<file path="config.mk">
export PLATFORM = sky130hd
export DESIGN_NAME = reader_match_inhibit_cmds
export DESIGN_NICKNAME = d
export VERILOG_FILES = /design/src/pkg/match_cmd_pkg.sv /design/src/hdl/reader_match_inhibit_cmds.sv
export SDC_FILE = /design/constraint.sdc
export NUM_CORES = 1
export LEC_CHECK = 0
export BUFFER_PORTS_ARGS = -buffer_cell sky130_fd_sc_hd__buf_2
export CAP_MARGIN = 40
export CORE_ASPECT_RATIO = 1.1
export CORE_MARGIN = 10
export CORE_UTILIZATION = 35
export DETAILED_ROUTE_END_ITERATION = 8
export PLACE_DENSITY_LB_ADDON = 0.1
export SETUP_SLACK_MARGIN = 0.4
export SLEW_MARGIN = 5
export SYNTH_ARGS = -nofsm -noshare
export SYNTH_HDL_FRONTEND = slang
export SYNTH_SLANG_ARGS = --single-unit
export TNS_END_PERCENT = 5
</file>
<file path="constraint.sdc">
create_clock -name CLK -period 4.49 [get_ports CLK]
set_input_delay 0.449 -clock CLK [delete_from_list [all_inputs] [get_ports CLK]]
set_output_delay 0.449 -clock CLK [all_outputs]
set_load 0.01 [all_outputs]
</file>
<file path="src/pkg/match_cmd_pkg.sv">
// Constants for the match-string and inhibit command decoder.
// Assumes one clock domain and a byte-serial command stream from the controller link.
package match_cmd_pkg;

    // ----------------------------------------------------------------
    // Command identifiers
    // ----------------------------------------------------------------
    localparam logic [7:0] CMD_READ_MATCH    = 8'h04;
    localparam logic [7:0] CMD_SET_INHIBIT   = 8'h05;
    localparam logic [7:0] CMD_CLR_INHIBIT   = 8'h06;
    localparam logic [7:0] CMD_SYNC_MATCH    = 8'h07;
    localparam logic [7:0] SYNC_RESERVED_VAL = 8'h00;

    // ----------------------------------------------------------------
    // Profile command block values
    // ----------------------------------------------------------------
    localparam logic [7:0]  PCB_CODE_WRITE   = 8'h71;
    localparam logic [7:0]  PCB_CODE_SYNC    = 8'h70;
    localparam logic [15:0] SHORT_CMD_LEN    = 16'h0001;
    localparam logic [15:0] SYNC_HDR_EXTRA   = 16'h0004;
    localparam logic [15:0] ZERO_FIELD       = 16'h0000;

    // ----------------------------------------------------------------
    // Reset values
    // ----------------------------------------------------------------
    localparam logic        INHIBIT_RESET    = 1'b0;
    localparam logic [15:0] COUNT_RESET      = 16'h0000;

    typedef enum logic [3:0] {
        ST_IDLE = 4'b0001,
        ST_BODY = 4'b0010,
        ST_DONE = 4'b0100,
        ST_WAIT = 4'b1000
    } dec_state_t;

endpackage
</file>
<file path="src/hdl/reader_match_inhibit_cmds.sv">
// Command decoder for match-string readback, inhibit flag and synced match frames.
// Assumes the controller side is logic on CLK presenting one byte per BYTE_VALID cycle,
// with the profile command block held stable from START until the answer.
//
// Summary of operation
// - Identifier 0x04 only arms a later match-string readback; no string returned.
// - Identifiers 0x04, 0x05, 0x06 answer negatively unless declared length is one.
// - Identifier 0x05 sets the inhibit flag and answers positively; stays set.
// - Identifier 0x06 clears the inhibit flag; answers positively even if already clear.
// - Synced match frame: byte0 is 0x07, byte1 reserved 0x00, then user data.
// - Synced match rejected unless declared length equals user data length plus four.
// - Synced match positive only when header and user data structure are correct.
// - Text-step match accepted only with fixed-text or character-type filter source.
// - Code steps accept all four comparison options for a sent match string.
// - Program change sets inhibit automatically, then clears it unless set manually.
module reader_match_inhibit_cmds
    import match_cmd_pkg::*;
#(
    parameter int LEN_W = 16
) (
    input  wire logic             CLK,
    input  wire logic             RST_N,
    input  wire logic             START,
    input  wire logic [7:0]       PCB_CODE,
    input  wire logic [7:0]       BUFFER_OFFSET,
    input  wire logic [7:0]       TAG_IDENTIFIER,
    input  wire logic [15:0]      START_LOCATION,
    input  wire logic [LEN_W-1:0] DECLARED_LEN,
    input  wire logic             BYTE_VALID,
    input  wire logic [7:0]       BYTE_DATA,
    input  wire logic             BYTE_LAST,
    input  wire logic [LEN_W-1:0] USER_DATA_LEN,
    input  wire logic             USER_DATA_OK,
    input  wire logic             STEP_IS_TEXT,
    input  wire logic             FILTER_SRC_OK,
    input  wire logic             PROG_CHANGE_BEGIN,
    input  wire logic             PROG_CHANGE_END,
    output logic                  ACK_VALID,
    output logic                  ACK_POSITIVE,
    output logic                  PROCESSING_INHIBIT_FLAG,
    output logic                  READBACK_ARMED,
    output logic                  SYNC_MATCH_STROBE
);

    // ----------------------------------------------------------------
    // Decode
    // ----------------------------------------------------------------
    dec_state_t       state;
    dec_state_t       next_state;
    logic [7:0]       ident;
    logic [LEN_W-1:0] count;
    logic             hdr_ok;
    logic             manual_inhibit;
    logic             auto_inhibit;

    // ----------------------------------------------------------------
    // Helpers
    // ----------------------------------------------------------------
    function automatic logic ident_is(input logic [7:0] id, input logic [7:0] cmd);
        return id == cmd;
    endfunction

    // One extra bit so a huge user data length cannot wrap into a match
    function automatic logic len_matches(input logic [LEN_W-1:0] declared,
                                         input logic [LEN_W-1:0] payload,
                                         input logic [LEN_W-1:0] extra);
        logic [LEN_W:0] total;
        total = {1'b0, payload} + {1'b0, extra};
        return total == {1'b0, declared};
    endfunction

    // ----------------------------------------------------------------
    // Command checks
    // ----------------------------------------------------------------
    wire id_read     = ident_is(ident, CMD_READ_MATCH);
    wire id_set      = ident_is(ident, CMD_SET_INHIBIT);
    wire id_clr      = ident_is(ident, CMD_CLR_INHIBIT);
    wire id_sync     = ident_is(ident, CMD_SYNC_MATCH);
    wire zero_fields = (BUFFER_OFFSET == ZERO_FIELD[7:0]) && (TAG_IDENTIFIER == ZERO_FIELD[7:0])
                       && (START_LOCATION == ZERO_FIELD);
    wire len_one     = len_matches(DECLARED_LEN, COUNT_RESET[LEN_W-1:0],
                                   SHORT_CMD_LEN[LEN_W-1:0]);
    wire is_short    = id_read || id_set || id_clr;
    wire code_short  = (PCB_CODE == PCB_CODE_WRITE);
    wire code_sync   = (PCB_CODE == PCB_CODE_SYNC);
    wire sync_len_ok = len_matches(DECLARED_LEN, USER_DATA_LEN,
                                   SYNC_HDR_EXTRA[LEN_W-1:0]);
    // Both header bytes must have arrived, a matching length alone is not enough
    wire hdr_full    = (count > SHORT_CMD_LEN[LEN_W-1:0]);
    wire filter_ok   = !STEP_IS_TEXT || FILTER_SRC_OK;
    wire short_ok    = is_short && code_short && len_one && zero_fields;
    wire sync_ok     = id_sync && code_sync && hdr_ok && hdr_full && sync_len_ok
                       && USER_DATA_OK && filter_ok && zero_fields;
    wire cmd_ok      = short_ok || sync_ok;
    wire body_end    = BYTE_VALID && BYTE_LAST;
    wire take_start  = (state == ST_IDLE) && START;
    wire take_byte   = (state == ST_BODY) && BYTE_VALID;
    wire at_ident    = (count == COUNT_RESET[LEN_W-1:0]);
    wire at_reserved = (count == SHORT_CMD_LEN[LEN_W-1:0]);
    wire bad_reserve = at_reserved && id_sync && (BYTE_DATA != SYNC_RESERVED_VAL);

    // ----------------------------------------------------------------
    // Sequencer
    // ----------------------------------------------------------------
    always_comb begin
        next_state = state;
        unique case (state)
            ST_IDLE: if (START) next_state = ST_BODY;
            ST_BODY: if (body_end) next_state = ST_DONE;
            ST_DONE: next_state = ST_WAIT;
            // Held until START drops, so one command never gets two answers
            ST_WAIT: if (!START) next_state = ST_IDLE;
            default: next_state = ST_IDLE;
        endcase
    end

    always_ff @(posedge CLK) begin
        if (!RST_N) begin
            state <= ST_IDLE;
        end else begin
            state <= next_state;
        end
    end

    // ----------------------------------------------------------------
    // Frame capture
    // ----------------------------------------------------------------
    // Position saturates past the header so a long frame never revisits byte 0 or 1
    always_ff @(posedge CLK) begin
        if (!RST_N) begin
            count <= COUNT_RESET[LEN_W-1:0];
        end else if (take_start) begin
            count <= COUNT_RESET[LEN_W-1:0];
        end else if (take_byte && !hdr_full) begin
            count <= count + {{(LEN_W-1){1'b0}}, 1'b1};
        end
    end

    always_ff @(posedge CLK) begin
        if (!RST_N) begin
            ident <= 8'h00;
        end else if (take_byte && at_ident) begin
            ident <= BYTE_DATA;
        end
    end

    always_ff @(posedge CLK) begin
        if (!RST_N) begin
            hdr_ok <= 1'b0;
        end else if (take_start) begin
            hdr_ok <= 1'b1;
        end else if (take_byte && bad_reserve) begin
            hdr_ok <= 1'b0;
        end
    end

    // ----------------------------------------------------------------
    // Answer
    // ----------------------------------------------------------------
    wire done   = (state == ST_DONE);
    wire do_set = done && cmd_ok && id_set;
    wire do_clr = done && cmd_ok && id_clr;
    wire do_arm = done && cmd_ok && id_read;

    always_ff @(posedge CLK) begin
        if (!RST_N) begin
            ACK_VALID    <= 1'b0;
            ACK_POSITIVE <= 1'b0;
        end else begin
            ACK_VALID    <= done;
            ACK_POSITIVE <= done && cmd_ok;
        end
    end

    always_ff @(posedge CLK) begin
        if (!RST_N) begin
            SYNC_MATCH_STROBE <= 1'b0;
        end else begin
            SYNC_MATCH_STROBE <= done && sync_ok;
        end
    end

    // Armed until the next answered command; the read itself is served elsewhere
    always_ff @(posedge CLK) begin
        if (!RST_N) begin
            READBACK_ARMED <= 1'b0;
        end else if (do_arm) begin
            READBACK_ARMED <= 1'b1;
        end else if (done) begin
            READBACK_ARMED <= 1'b0;
        end
    end

    // ----------------------------------------------------------------
    // Inhibit flag
    // ----------------------------------------------------------------
    // Causes kept apart so a program change never clears a manual set
    wire next_manual = do_set || (manual_inhibit && !do_clr);
    // Begin wins over end when both arrive together
    wire next_auto   = PROG_CHANGE_BEGIN || (auto_inhibit && !PROG_CHANGE_END);

    always_ff @(posedge CLK) begin
        if (!RST_N) begin
            manual_inhibit <= INHIBIT_RESET;
        end else begin
            manual_inhibit <= next_manual;
        end
    end

    always_ff @(posedge CLK) begin
        if (!RST_N) begin
            auto_inhibit <= INHIBIT_RESET;
        end else begin
            auto_inhibit <= next_auto;
        end
    end

    // Registered from the next values so the pin moves in step with both causes
    always_ff @(posedge CLK) begin
        if (!RST_N) begin
            PROCESSING_INHIBIT_FLAG <= INHIBIT_RESET;
        end else begin
            PROCESSING_INHIBIT_FLAG <= next_manual || next_auto;
        end
    end

endmodule

</file>
==> out/results.txt <==
Adder-Cell Fraction of Synth Area -> 0.0233
DRT Pass-1 Iters -> 4
P&R area growth vs syn -> 30.5%
# DRC -> 0
CTS buffer count -> 5
Critical path type -> register to register
Clock root buffer -> clkbuf_8
Synth unique cells -> 53
H-Tree Depth -> 2
Simple-gate portion of the synthesized area -> 0.388
Largest area contributor in the netlist -> dfxtp_1
Mapped Nets -> 342
Multi-input logic area -> 1380 µm²
Resized cells post-CTS -> 0
Number of synthesized flops with an enable pin -> 0
Final min period -> 2.49 ns
Post-CTS Hold Buffers -> 0
Yosys top cell area share -> 0.335
CTS tree -> built
Setup violators final -> 0
Seq cells post-synth -> 36
Sequential share of the synthesized area -> 0.335
Layout cell share with drive strength beyond 1 -> 0.342
DPL Wire Length -> 5220 µm
Crit-path max FO -> 8
Mean post-synth cell area -> 8.68 µm²
Relative slew slack -> 0.544
Setup crit start kind -> register
Core ar. -> 5880 µm²
Initial Util -> 0.366
Fmax -> 401 MHz
Final Slew Violations -> 0
Fin. Hold Viols -> 0
Inserted Diodes -> 0
Vias in the first global route -> 2161
DR WL/cell -> 14.8 µm
Pre-CTS setup slack -> 1.73 ns
# fillers -> 601
Setup Buffers After CTS -> 0
Total leakage power -> 0.00121 µW
Status -> finished, final reports clean
Tot GR Track Use -> 0.126
Die height -> 102 µm
Final Cycle Share -> 0.555
Register area -> 721 µm²
Setup TNS -> 0 ns
Post-Syn Area -> 2150 µm²
DR vias -> 2171
Detail Route Antenna Nets -> 0
Die extent in x -> 94.8 µm
Drt total wl -> 6260 µm
CTS Sinks -> 36
Multiplexer share of the synthesized area -> 0.0465
Congestion Overflow GR -> 0
Largest family of logic cells by synthesized area -> simple AND/OR/NAND/NOR gates
Final Skew -> 0.00587 ns
GP Congestion -> 0.837
Synth Flop Type -> dfxtp_1
RSZ-0062 raised after global routing -> false
Post-Syn Instances -> 248
WP data required -> 4.65 ns
Yosys warnings -> 0
Synth async-reset ratio -> 0
Worst path arrival time -> 2.66 ns
PwrDens -> 260 nW/µm²
Hold WC Path Type -> input pin to register
Final-stage net count -> 438
Worst path setup slack after routing -> 2.00 ns
# IOs -> 95
Max_cap viols -> 0
FP Rows -> 29
Vias per Instance -> 5.14
Worst Setup End Kind -> register
First-pass GRT wire length -> 10000 µm
Initial antenna violation count -> 0
Post-synthesis compound-gate area fraction -> 0.105
Post-synthesis xor/xnor area fraction -> 0.0802
Total power -> 731 µW
Largest net degree at the start of global routing -> 35
Top cells by area, synth -> dfxtp_1 33%, xnor2_1 4.9%, mux2i_1 4.7%
Die Area -> 9690 µm²
PortBufs -> 94
CTS Buffer Depth -> 2
Worst-path clk slew -> 0.07 ns
DR iter-0 viols -> 89
Worst-Margin Slew -> 0.675 ns
Worst VDD drop -> 0.208 mV
Clock latency on the worst-skew pair -> 0.28 ns
worst max-delay path: stages, from the launching register on:
cell and delay (ns):
dfxtp_1 0.45, nor4b_2 0.47, nand3_1 0.13, nor4_1 0.43
and3_1 0.22, and4_1 0.19, a32o_2 0.22, mux2i_1 0.19
a21boi_1 0.07
synth_stat cells, drive strengths merged (2+ instances only):
master	count
xor2	5
mux2i	10
nand2	13
nor3b	4
and2	3
nor2b	10
a21oi	12
a21boi	3
and4	5
nand2b	7
inv	8
xnor2	12
or3	3
o21ai	8
nand3	7
nor4b	7
and3	14
nand3b	3
nor3	7
ha	4
nand4	9
nor4	16
a211o	2
dfxtp	36
clkbuf	5
nor2	19
power breakdown:
group | internal [µW] | switching, µW | leakage, µW | total [µW]
registers | 326 | 7.17 | 0.000292 | 333
logic | 63.1 | 62.5 | 0.000863 | 126
clock network | 165 | 108 | 0.0000552 | 272
kinds of logic after synthesis:
logic type | count (synthesis)
AOI/OAI and AO/OA | 34
xor gates and xnor gates | 18
adders and majority gates | 4
buffers and inverters | 13
DFF | 36
muxes | 10
and+or+nand+nor | 133
flip-flops by register name, indices dropped and copies added (netlist names):
name	cells
count	16
ident	8
state	4
ACK_POSITIVE	1
ACK_VALID	1
PROCESSING_INHIBIT_FLAG	1
READBACK_ARMED	1
SYNC_MATCH_STROBE	1
auto_inhibit	1
hdr_ok	1
manual_inhibit	1
routing by layer:
metal / global-route usage / share of wire
met3: 0.0425 / 0.11
met2: 0.209 / 0.47
met4: 0.0380 / 0.0054
met1: 0.150 / 0.41
met5: 0 / 0
final timing paths:
check                                   from              to  slack (ns)  depth (start not counted)
worst min-delay path            BYTE_DATA[5]        ident[5]        0.45                          3
worst max register to register      state[2]  manual_inhibit        2.00                          8
worst min register to register      count[8]        count[8]        0.48                          1
worst max-delay path                state[2]  manual_inhibit        2.00                          8
per-stage QoR:
| stage | instance area [µm²] | cells | utilization | hold WS (ns) |
|---|---|---|---|---|
| after global routing | 2810 | 422 | 0.478 | 0.461 |
| final | 2810 | 422 | 0.478 | 0.452 |
| after CTS | 2810 | 422 | 0.478 | 0.442 |
| after global placement | 2700 | 414 | 0.459 | 0.467 |
| after floorplan | 2150 | 248 | - | 0.437 |
| after detailed placement | 2700 | 414 | 0.459 | 0.469 |
final cells by class:
cell class,instances,area share
multi-input cells,199,0.492
repair buffers,94,0.168
clock inverters,2,0.0125
flip-flops and latches,36,0.257
clock buffers,6,0.0258
well taps,77,0.0343
inverters,8,0.0107
cell usage in the layout (no fill, tap or decap), drive strengths merged, types with 5 or more instances in the layout:
| cell | instances |
|---|---|
| buf | 94 |
| dfxtp | 36 |
| nor2 | 19 |
| nor4 | 16 |
| and3 | 14 |
| nand2 | 13 |
| a21oi | 12 |
| xnor2 | 12 |
| mux2i | 10 |
| nor2b | 10 |
| nand4 | 9 |
| inv | 8 |
| o21ai | 8 |
| nand2b | 7 |
| nor3 | 7 |
| nor4b | 7 |
| nand3 | 7 |
| clkbuf | 6 |
| xor2 | 5 |
| and4 | 5 |
No activity file was read; power rests on OpenSTA's default activity.
